===== config.mk =====
export PLATFORM = sky130hd
export DESIGN_NAME = dlfs_status_regs
export DESIGN_NICKNAME = d
export VERILOG_FILES = /design/src/core/dlfs_status_regs.v /design/src/core/dlfs_sync.v
export VERILOG_INCLUDE_DIRS = /design/src /design/src/shared
export SDC_FILE = /design/constraint.sdc
export NUM_CORES = 1
export LEC_CHECK = 0
export BUFFER_PORTS_ARGS = -buffer_cell sky130_fd_sc_hd__buf_4
export CORE_ASPECT_RATIO = 1.75
export CORE_MARGIN = 5
export CORE_UTILIZATION = 50
export DETAILED_ROUTE_END_ITERATION = 7
export HOLD_SLACK_MARGIN = 0.12
export PLACE_DENSITY = 0.67
export SLEW_MARGIN = 20
export SYNTH_ARGS = -nofsm -noshare
export SYNTH_HDL_FRONTEND = slang
export SYNTH_SLANG_ARGS = --single-unit

===== constraint.sdc =====
create_clock -name clk -period 5.6 [get_ports clk]
set_clock_uncertainty 0.1 [all_clocks]
set_input_delay 0.84 -clock clk [delete_from_list [all_inputs] [get_ports clk]]
set_output_delay 0.84 -clock clk [all_outputs]
set_load 0.005 [all_outputs]

===== src/shared/dlfs_defines.vh =====
// constants for the dual supply fault and status register bank
`ifndef DLFS_DEFINES_VH
`define DLFS_DEFINES_VH

// serial register offsets
`define DLFS_REG_STATUS_PRI 8'h00
`define DLFS_REG_STATUS_SEC 8'h01

// primary status field positions
`define DLFS_PRI_OFF1 0
`define DLFS_PRI_OFF2 1
`define DLFS_PRI_OC1 2
`define DLFS_PRI_OC2 3
`define DLFS_PRI_PBAD1 4
`define DLFS_PRI_PBAD2 5
`define DLFS_PRI_SUPLOW 6
`define DLFS_PRI_OTEMP 7

// secondary status field positions
`define DLFS_SEC_PUMP1 0
`define DLFS_SEC_PUMP2 1
`define DLFS_SEC_TONE1 2
`define DLFS_SEC_TONE2 3
`define DLFS_SEC_LOCK 4

// slave address, value is arbitrary
`define DLFS_SLAVE_ADDR 7'h10

// timing
`define DLFS_CLK_MHZ 100
`define DLFS_OC_OFF_DELAY_MS 45
`define DLFS_OC_OFF_CYCLES (`DLFS_OC_OFF_DELAY_MS * 1000 * `DLFS_CLK_MHZ)

// reset values
`define DLFS_RST_SUPLOW 1'b1
`define DLFS_RST_OFF 2'h3

`endif


===== src/core/dlfs_status_regs.v =====
// fault and status registers with two-wire serial read port
`include "dlfs_defines.vh"
module dlfs_status_regs #(
  parameter OC_OFF_CYCLES = `DLFS_OC_OFF_CYCLES
) (
  // clock and reset
  input wire clk,
  input wire rst,
  // serial link
  input wire scl_in,
  input wire sda_in,
  output wire sda_out,
  output reg sda_oe_n,
  // control bits from the control register
  input wire [1:0] output_on_bit,
  input wire [1:0] tone_transmit_bit,
  // analog sense comparators
  input wire main_supply_low,
  input wire internal_supply_low,
  input wire [1:0] overcurrent_sense,
  input wire overtemp_sense,
  input wire [1:0] pump_low_sense,
  input wire [1:0] out_beyond_wide,
  input wire [1:0] out_within_narrow,
  input wire [1:0] tone_seen_rx,
  input wire [1:0] tone_seen_tx,
  input wire factory_lock_sense,
  // outputs
  output reg irq_n,
  output reg [1:0] output_drive
);
  localparam S_IDLE = 3'h0;
  localparam S_ADDR = 3'h1;
  localparam S_ACK_ADDR = 3'h2;
  localparam S_WR = 3'h3;
  localparam S_ACK_WR = 3'h4;
  localparam S_RD = 3'h5;
  localparam S_ACK_RD = 3'h6;

  wire [16:0] syn;
  wire scl_s = syn[0];
  wire sda_s = syn[1];
  wire main_low_s = syn[2];
  wire int_low_s = syn[3];
  wire [1:0] oc_s = syn[5:4];
  wire ot_s = syn[6];
  wire [1:0] pump_low_s = syn[8:7];
  wire [1:0] wide_s = syn[10:9];
  wire [1:0] narrow_s = syn[12:11];
  wire [1:0] rx_s = syn[14:13];
  wire [1:0] tx_s = syn[16:15];

  dlfs_sync #(.W(17)) u_sync (
    .clk(clk),
    .rst(rst),
    .async_in({tone_seen_tx, tone_seen_rx, out_within_narrow, out_beyond_wide,
      pump_low_sense, overtemp_sense, overcurrent_sense, internal_supply_low,
      main_supply_low, sda_in, scl_in}),
    .sync_out(syn)
  );

  // factory lock comes in through its own pair of flip-flops
  reg lock_meta_reg;
  reg lock_s_reg;

  reg scl_d_reg;
  reg sda_d_reg;
  reg [2:0] state_reg;
  reg [2:0] bitcnt_reg;
  reg done_reg;
  reg [7:0] shift_reg;
  reg [7:0] tx_reg;
  reg rw_reg;
  reg ptr_reg;
  reg first_wr_reg;
  reg mack_reg;
  reg clear_reg;
  reg [3:0] shown_reg;

  reg sup_low_reg;
  reg [1:0] oc_reg;
  reg ot_reg;
  reg [1:0] off_reg;
  reg [1:0] pbad_reg;
  reg lock_reg;
  reg [22:0] oc_cnt0_reg;
  reg [22:0] oc_cnt1_reg;

  wire scl_rise = scl_s & ~scl_d_reg;
  wire scl_fall = ~scl_s & scl_d_reg;
  wire start_cond = scl_s & scl_d_reg & sda_d_reg & ~sda_s;
  wire stop_cond = scl_s & scl_d_reg & ~sda_d_reg & sda_s;

  wire [1:0] pump_good = ~pump_low_s;
  wire [1:0] tone_seen;
  assign tone_seen[0] = tone_transmit_bit[0] ? tx_s[0] : rx_s[0];
  assign tone_seen[1] = tone_transmit_bit[1] ? tx_s[1] : rx_s[1];

  wire [7:0] status_pri = {ot_reg, sup_low_reg, pbad_reg, oc_reg, off_reg};
  wire [7:0] status_sec = {3'h0, lock_reg, tone_seen, pump_good};

  // overcurrent timer reaches its limit
  function oc_expired;
    input [22:0] cnt;
    begin
      oc_expired = (cnt >= OC_OFF_CYCLES[22:0]);
    end
  endfunction

  wire [1:0] oc_trip = {oc_expired(oc_cnt1_reg), oc_expired(oc_cnt0_reg)};
  wire sup_low_now = main_low_s | int_low_s;

  // a flag is cleared only if the master saw it set in the acked byte
  wire clr_sup = clear_reg & shown_reg[0];
  wire [1:0] clr_oc = {clear_reg & shown_reg[2], clear_reg & shown_reg[1]};
  wire clr_ot = clear_reg & shown_reg[3];

  always @(posedge clk) begin
    if (rst) begin
      lock_meta_reg <= 1'b0;
      lock_s_reg <= 1'b0;
      scl_d_reg <= 1'b1;
      sda_d_reg <= 1'b1;
      state_reg <= S_IDLE;
      bitcnt_reg <= 3'h0;
      done_reg <= 1'b0;
      shift_reg <= 8'h00;
      tx_reg <= 8'h00;
      rw_reg <= 1'b0;
      ptr_reg <= 1'b0;
      first_wr_reg <= 1'b0;
      mack_reg <= 1'b0;
      clear_reg <= 1'b0;
      shown_reg <= 4'h0;
      sda_oe_n <= 1'b1;
    end else begin
      lock_meta_reg <= factory_lock_sense;
      lock_s_reg <= lock_meta_reg;
      scl_d_reg <= scl_s;
      sda_d_reg <= sda_s;
      clear_reg <= 1'b0;
      if (start_cond) begin
        state_reg <= S_ADDR;
        bitcnt_reg <= 3'h0;
        done_reg <= 1'b0;
        sda_oe_n <= 1'b1;
      end else if (stop_cond) begin
        state_reg <= S_IDLE;
        sda_oe_n <= 1'b1;
      end else if (scl_rise) begin
        case (state_reg)
          S_ADDR, S_WR, S_RD: begin
            shift_reg <= {shift_reg[6:0], sda_s};
            bitcnt_reg <= bitcnt_reg + 3'h1;
            done_reg <= (bitcnt_reg == 3'h7);
          end
          S_ACK_RD: begin
            mack_reg <= ~sda_s;
            if (~sda_s) begin
              clear_reg <= ~ptr_reg;
              ptr_reg <= ~ptr_reg;
            end
          end
          default: begin
          end
        endcase
      end else if (scl_fall) begin
        case (state_reg)
          S_ADDR: begin
            if (done_reg) begin
              done_reg <= 1'b0;
              if (shift_reg[7:1] == `DLFS_SLAVE_ADDR) begin
                sda_oe_n <= 1'b0;
                rw_reg <= shift_reg[0];
                state_reg <= S_ACK_ADDR;
              end else begin
                state_reg <= S_IDLE;
              end
            end
          end
          S_ACK_ADDR: begin
            bitcnt_reg <= 3'h0;
            first_wr_reg <= 1'b1;
            if (rw_reg) begin
              tx_reg <= ptr_reg ? status_sec : status_pri;
              shown_reg <= {ot_reg, oc_reg, sup_low_reg};
              sda_oe_n <= ptr_reg ? status_sec[7] : status_pri[7];
              state_reg <= S_RD;
            end else begin
              sda_oe_n <= 1'b1;
              state_reg <= S_WR;
            end
          end
          S_WR: begin
            if (done_reg) begin
              done_reg <= 1'b0;
              sda_oe_n <= 1'b0;
              if (first_wr_reg) begin
                ptr_reg <= shift_reg[0];
              end
              first_wr_reg <= 1'b0;
              state_reg <= S_ACK_WR;
            end
          end
          S_ACK_WR: begin
            sda_oe_n <= 1'b1;
            state_reg <= S_WR;
          end
          S_RD: begin
            if (done_reg) begin
              done_reg <= 1'b0;
              sda_oe_n <= 1'b1;
              mack_reg <= 1'b0;
              state_reg <= S_ACK_RD;
            end else begin
              tx_reg <= {tx_reg[6:0], 1'b0};
              sda_oe_n <= tx_reg[6];
            end
          end
          S_ACK_RD: begin
            if (mack_reg) begin
              bitcnt_reg <= 3'h0;
              tx_reg <= ptr_reg ? status_sec : status_pri;
              shown_reg <= {ot_reg, oc_reg, sup_low_reg};
              sda_oe_n <= ptr_reg ? status_sec[7] : status_pri[7];
              state_reg <= S_RD;
            end else begin
              state_reg <= S_IDLE;
            end
          end
          default: begin
            sda_oe_n <= 1'b1;
          end
        endcase
      end
    end
  end

  assign sda_out = 1'b0;

  // fault latches, set wins over clear
  always @(posedge clk) begin
    if (rst) begin
      sup_low_reg <= `DLFS_RST_SUPLOW;
      oc_reg <= 2'h0;
      ot_reg <= 1'b0;
      lock_reg <= 1'b0;
      oc_cnt0_reg <= 23'h0;
      oc_cnt1_reg <= 23'h0;
      irq_n <= 1'b1;
      output_drive <= 2'h0;
    end else begin
      oc_cnt0_reg <= oc_s[0] ? (oc_trip[0] ? oc_cnt0_reg : oc_cnt0_reg + 23'h1) : 23'h0;
      oc_cnt1_reg <= oc_s[1] ? (oc_trip[1] ? oc_cnt1_reg : oc_cnt1_reg + 23'h1) : 23'h0;
      sup_low_reg <= sup_low_now | (sup_low_reg & ~clr_sup);
      oc_reg <= (oc_trip & oc_s) | (oc_reg & ~clr_oc);
      ot_reg <= ot_s | (ot_reg & ~clr_ot);
      if (lock_s_reg) begin
        lock_reg <= 1'b1;
      end
      irq_n <= ~(sup_low_reg | (|oc_reg) | ot_reg);
      output_drive <= ~off_reg;
    end
  end

  // output off flags and power bad hysteresis per output
  integer i;
  integer j;
  reg [1:0] fault_any;
  always @* begin
    for (i = 0; i < 2; i = i + 1) begin
      fault_any[i] = sup_low_now | sup_low_reg | ot_s | ot_reg
        | oc_reg[i] | (oc_trip[i] & oc_s[i]) | pump_low_s[i];
    end
  end

  always @(posedge clk) begin
    for (j = 0; j < 2; j = j + 1) begin
      if (rst) begin
        off_reg[j] <= 1'b1;
      end else if (fault_any[j] | ~output_on_bit[j]) begin
        off_reg[j] <= 1'b1;
      end else begin
        off_reg[j] <= 1'b0;
      end
      if (rst | off_reg[j]) begin
        pbad_reg[j] <= 1'b0;
      end else if (wide_s[j]) begin
        pbad_reg[j] <= 1'b1;
      end else if (narrow_s[j]) begin
        pbad_reg[j] <= 1'b0;
      end
    end
  end
endmodule


===== src/core/dlfs_sync.v =====
// two flip-flop synchroniser for asynchronous inputs
module dlfs_sync #(
  parameter W = 17
) (
  // clock and reset
  input wire clk,
  input wire rst,
  // asynchronous side
  input wire [W-1:0] async_in,
  // synchronised side
  output reg [W-1:0] sync_out
);
  reg [W-1:0] meta_reg;

  always @(posedge clk) begin
    if (rst) begin
      meta_reg <= {W{1'b0}};
      sync_out <= {W{1'b0}};
    end else begin
      meta_reg <= async_in;
      sync_out <= meta_reg;
    end
  end
endmodule


==> reports/qor.txt, run 1 <==
Sink Count = 128
CTS max path bufs = 2
Mapped Avg Cell Area = 8.79 um2
Crit path arrival time = 2.62 ns
Critical Path RT = 5.76 ns
status = finished, final reports clean
die span in x = 89.6 um
# DRC = 0
worst reg2reg path endpoint = tx_reg[5]
H-tree depth = 4
via count = 4486
largest net degree at the start of global routing = 74
CTS root buffer = clkbuf_16
DR vias/cell = 5.70
final wirelength = 11300 um
Starting Density = 0.505
final setup violation count = 0
Leak Pwr = 2.32 nW
initial antenna violation count = 0
Syn Std Cell Area = 5540 um2
Post-synth top cells = 128 x dfxtp_1, 53 x a21oi_1, 50 x nor2_1
area leader, netlist = dfxtp_1
core area = 11000 um2
Critical Path Fanout Max = 15
Sw Pwr = 483 uW
setup TNS = 0 ns
Power Density = 332 nW/um2
CP startpoint = scl_d_reg
Post-DP HPWL = 7640 um
Switching Fraction = 0.229
Clock Power Share = 0.524
crit share post-route = 0.439
post-route ant nets = 0
Yosys warnings = 0
Setup CP Type = flop to flop
CP max stage cell = o21ai_1
Min Hold Slack = 0.333 ns
first-pass GRT wire length = 19300 um
R2R Setup Slk = 3.14 ns
drt wl/cell = 14.4 um
synth unique cells = 57
final worst slack = 3.14 ns
IO Port Bufs = 27
grt ovf = 0
Pre-antenna DRT Iters = 4
Post-synth EDFFs = 0
ys flop type = dfxtp_1
worst rel slew slack = 0.484
hold_buf cts = 0
Max VDD drop = 0.255 mV
Comb power frac = 0.031
Post-Synthesis Net Count = 663
Power Total = 2.11 mW
Post-Syn Instances = 630
layout cells sized above 1 = 0.111
Reg clk slew, reported paths = 0.06 ns
Die ar. = 13400 um2
cell area after placement = 5760 um2
fin crit period = 2.46 ns
Total Nets Final = 675
max-cap violation count = 0
crit end category = flop
Tightest Hold Check Type = flop to flop
non-filler cells, final = 787
n_diodes = 0
count leader, synth = dfxtp_1
CTS Buf Count = 17
row count = 51
placed cells = 755
Max Slew Vio Count = 0
crit-path cells = inv_1 -> ha_1 -> nand2b_1 -> a21oi_1 -> o21ai_1 -> a311oi_1 -> a211oi_1
sequential share of power = 0.445
Final Hold Viols = 0
Synth async-reset ratio = 0
Seq/Total Area, Yosys = 0.463
CTS tree = yes
R2R cell count = 7
vias in the first global route = 4299
Placement Setup Slack = 2.77 ns
Post-CTS Resized = 0
largest cells by area after synthesis = dfxtp_1 46%, nor2b_1 5.1%, a21oi_1 4.8%
final design instance area without fill = 6370 um2
Int Power = 1.63 mW
RSZ-0062 raised after global routing = false
Clk Latency, worst-skew pair = 0.41 ns
r2r startpoint = scl_d_reg
Critical Path End = tx_reg[5]
number of fill cells = 1005
Iter 0 DRT Violations = 203
GP Congestion = 0.906
Area growth, synth to finish = 15.0%
final core occ = 0.580
DIE HEIGHT = 149 um
post-synth top area share = 0.463
Post-CTS Setup Bufs = 0
Worst setup SP type = flop
fmax = 0.407 GHz
FF+latch count, synth = 128
slowest stage delay, CP = 0.39 ns
Slew @ Worst Pin = 0.769 ns
GRT Total Usage = 0.180
# IOs = 29
## metal layers
layer / global-route usage / wire length [um]
met1: 0.207 / 4790
met2: 0.306 / 6020
met3: 0.0481 / 313
met4: 0.0782 / 187
met5: 0 / 0
## area by class of cell
class	count	area, um2	area share
clock buffers	17	425	0.0668
clock inverters	15	176	0.0277
inverters	18	67.6	0.0106
multi-input cells	450	2770	0.435
flip-flops and latches	128	2560	0.402
well taps	132	165	0.0259
repair buffers	27	203	0.0318
## worst min path at each step
stage	cells past startpoint	end	start	slack [ns]
6_report	1	u_sync.sync_out[2]	u_sync.meta_reg[2]	0.33
5_1_grt	1	u_sync.sync_out[4]	u_sync.meta_reg[4]	0.35
4_1_cts	1	u_sync.sync_out[6]	u_sync.meta_reg[6]	0.34
3_5_place_dp	1	u_sync.sync_out[6]	u_sync.meta_reg[6]	0.32
3_3_place_gp	2	lock_reg	lock_s_reg	0.32
2_1_floorplan	2	lock_reg	lock_s_reg	0.31
## logic make-up (layout without fill, tap and decap cells)
kind of cell,count (synthesis),in the layout,share of synthesized area
flops,128,128,0.463
xor+xnor,7,7,0.0111
fa+ha+maj,9,9,0.0203
mux,28,28,0.0511
buf+inv,52,77,0.0389
other cells,1,1,0.000677
simple gates,267,267,0.262
compound gates,138,138,0.153
## power groups by stage
stage          logic (mW)  clock network [mW]  registers (mW)
2_1_floorplan      0.0489                   0           0.952
3_3_place_gp       0.0641                   0           0.959
3_5_place_dp       0.0654                   0           0.960
4_1_cts            0.0658                1.13           0.940
5_1_grt            0.0730                1.17           0.942
6_report           0.0650                1.11           0.940
## critical path: cells and delay by family, from the launching register on
family                   cells  cell delay [ns]
AND/OR/NAND/NOR              1             0.27
AO/OA/AOI/OAI                4             1.21
adder cells (fa/ha/maj)      1             0.33
flip-flops                   1             0.35
buffers and inverters        1             0.05
## layout by cell type, fill, tap and decap left out, types with 5 or more instances in the layout
master / instances
nor3_1: 10
o21ai_0: 33
inv_1: 18
dfxtp_1: 128
clkbuf_16: 17
a21oi_1: 53
nor2b_1: 45
ha_1: 9
nand3b_1: 5
mux2i_1: 26
nand2_1: 44
nand3_1: 20
inv_6: 5
buf_4: 27
a211oi_1: 5
nand4_1: 18
nor2_1: 50
or3_1: 30
o211ai_1: 7
o21ai_1: 6
or4_1: 6
and3_1: 13
(Power assumes the default switching activity.)
==> run 2, diff against run 1 <==
--- a/config.mk
+++ b/config.mk
@@ -12,7 +12,7 @@
 export CORE_UTILIZATION = 50
 export DETAILED_ROUTE_END_ITERATION = 7
 export HOLD_SLACK_MARGIN = 0.12
-export PLACE_DENSITY = 0.67
+export PLACE_DENSITY = 0.7
 export SLEW_MARGIN = 20
 export SYNTH_ARGS = -nofsm -noshare
 export SYNTH_HDL_FRONTEND = slang
==> constraint.sdc (replaced) <==
create_clock -name clk -period 2.2 [get_ports clk]
set_clock_uncertainty 0.1 [all_clocks]
set_input_delay 0.33 -clock clk [delete_from_list [all_inputs] [get_ports clk]]
set_output_delay 0.33 -clock clk [all_outputs]
set_load 0.005 [all_outputs]
==> run 2 against run 1 <==
Worst hold slack got worse by 0.17 ns. Total power rose to 2.6 times the previous value. Global-route usage rose by 0.59 points. Clock power rose to 2.6 times the previous value. Critical endpoint is now oc_cnt1_reg[4]. Highest routed layer unchanged.
==> reports/qor.txt, run 2 (synthesis results as in run 1) <==
status = finished, final reports clean
DIE HEIGHT = 149 um
# IOs = 29
Total Nets Final = 716
Final Hold Viols = 0
layout cells sized above 1 = 0.135
final worst slack = 0.115 ns
crit end category = flop
Tightest Hold Check Type = input pin to flop
Max Slew Vio Count = 0
max-cap violation count = 0
final core occ = 0.613
most frequent cells in the layout = 128 x dfxtp_1, 53 x a21oi_1, 50 x nor2_1
setup TNS = 0 ns
fmax = 0.480 GHz
Power Density = 811 nW/um2
Sink Count = 128
Sw Pwr = 1.25 mW
Power Total = 5.46 mW
sequential share of power = 0.437
GP Congestion = 0.886
# DRC = 0
Setup CP Type = flop to flop
drt wl/cell = 14.5 um
CTS root buffer = clkbuf_16
Clk Latency, worst-skew pair = 0.41 ns
GRT Total Usage = 0.186
Area growth, synth to finish = 21.5%
Die ar. = 13400 um2
Clock Power Share = 0.523
placed cells = 774
via count = 4710
core area = 11000 um2
row count = 51
R2R Setup Slk = 0.11 ns
initial antenna violation count = 0
Reg clk slew, reported paths = 0.06 ns
vias in the first global route = 4447
largest net degree at the start of global routing = 50
final wirelength = 12000 um
commonest non-fill, non-tap cell in the layout = dfxtp_1
n_diodes = 0
worst rel slew slack = 0.587
R2R cell count = 6
post-route ant nets = 0
Slew @ Worst Pin = 0.614 ns
number of fill cells = 914
Max VDD drop = 0.819 mV
r2r startpoint = oc_cnt1_reg[20]
Post-DP HPWL = 8250 um
first-pass GRT wire length = 19800 um
CTS Buf Count = 17
Starting Density = 0.505
Critical Path RT = 2.39 ns
CTS tree = yes
final setup violation count = 0
WHS Endpoint = shown_reg[1]
die span in x = 89.6 um
Switching Fraction = 0.228
crit share post-route = 0.948
Comb power frac = 0.040
Int Power = 4.21 mW
Worst setup SP type = flop
hold depth = 2
non-filler cells, final = 828
Leak Pwr = 2.51 nW
DR vias/cell = 5.69
worst reg2reg path endpoint = oc_cnt1_reg[4]
Pre-antenna DRT Iters = 6
Critical Path Fanout Max = 15
Placement Setup Slack = 0.0496 ns
fin crit period = 2.09 ns
grt ovf = 0
Iter 0 DRT Violations = 245
CTS max path bufs = 2
Crit path arrival time = 2.28 ns
HP Start = rst
RSZ-0062 raised after global routing = false
IO Port Bufs = 27
H-tree depth = 4
## run 2: cell count changes in the layout (fill, tap and decap cells not counted), moves of 2 or more
cell / before / now
buf_4: 27 / 48
clkinvlp_4: 2 / 0
clkinv_4: 4 / 6
dlygate4sd3_1: 0 / 20
## run 2: layer usage
layer	global-route usage	vias to the layer above	routed length (um)
li1	-	2359	-
met1	0.207	2230	4980
met2	0.328	99	6400
met3	0.0514	22	393
met4	0.0693	0	242
met5	0	-	0
## run 2: how the worst max path moves through the flow
stage | startpoint | endpoint | depth (start not counted)
finish | oc_cnt1_reg[20] | oc_cnt1_reg[4] | 6
global route | oc_cnt1_reg[20] | oc_cnt1_reg[8] | 6
CTS | oc_cnt1_reg[20] | oc_cnt1_reg[3] | 5
detailed placement | oc_cnt1_reg[20] | oc_cnt1_reg[3] | 5
global placement | oc_cnt1_reg[20] | oc_cnt1_reg[3] | 5
floorplan | oc_cnt1_reg[19] | oc_cnt1_reg[3] | 6
## run 2: final cells by class
type	count	area, um2	share of cell area
clock buffer	18	439	0.0653
clock inverter	14	170	0.0253
inverter	18	67.6	0.0100
multi-input combinational	450	2770	0.411
sequential	128	2560	0.381
tap	132	165	0.0245
timing repair buffer	68	561	0.0833
## run 2: what timing repair did
item                                    in CTS  in global routing
hold buffers                                20                  0
buffers inserted                             0                  2
hold endpoints to repair                    20                  0
endpoints found under the setup margin       0                 17
resized for setup                            0                  2
## run 2: metrics by stage
stage / area [um2] / hold slack, ns
after floorplan: 5540 / 0.304
after global placement: 5900 / 0.315
after detailed placement: 5900 / 0.323
after CTS: 6710 / 0.160
after global routing: 6730 / 0.159
final: 6730 / 0.166
## run 2: worst max-delay path: stages (launching register included)
cell	delay (ns)
dfxtp_1	0.35
or3_4	0.39
or4_4	0.53
o211ai_2	0.18
buf_4	0.22
or3_1	0.14
a21oi_1	0.06
## run 2: power groups by stage
stage                     Combinational [mW]  Sequential (mW)  Clock [mW]
after global routing                   0.238             2.39        3.01
after detailed placement               0.186             2.43           0
after global placement                 0.183             2.43           0
after CTS                              0.217             2.38        2.90
final                                  0.218             2.38        2.85
after floorplan                        0.125             2.42           0
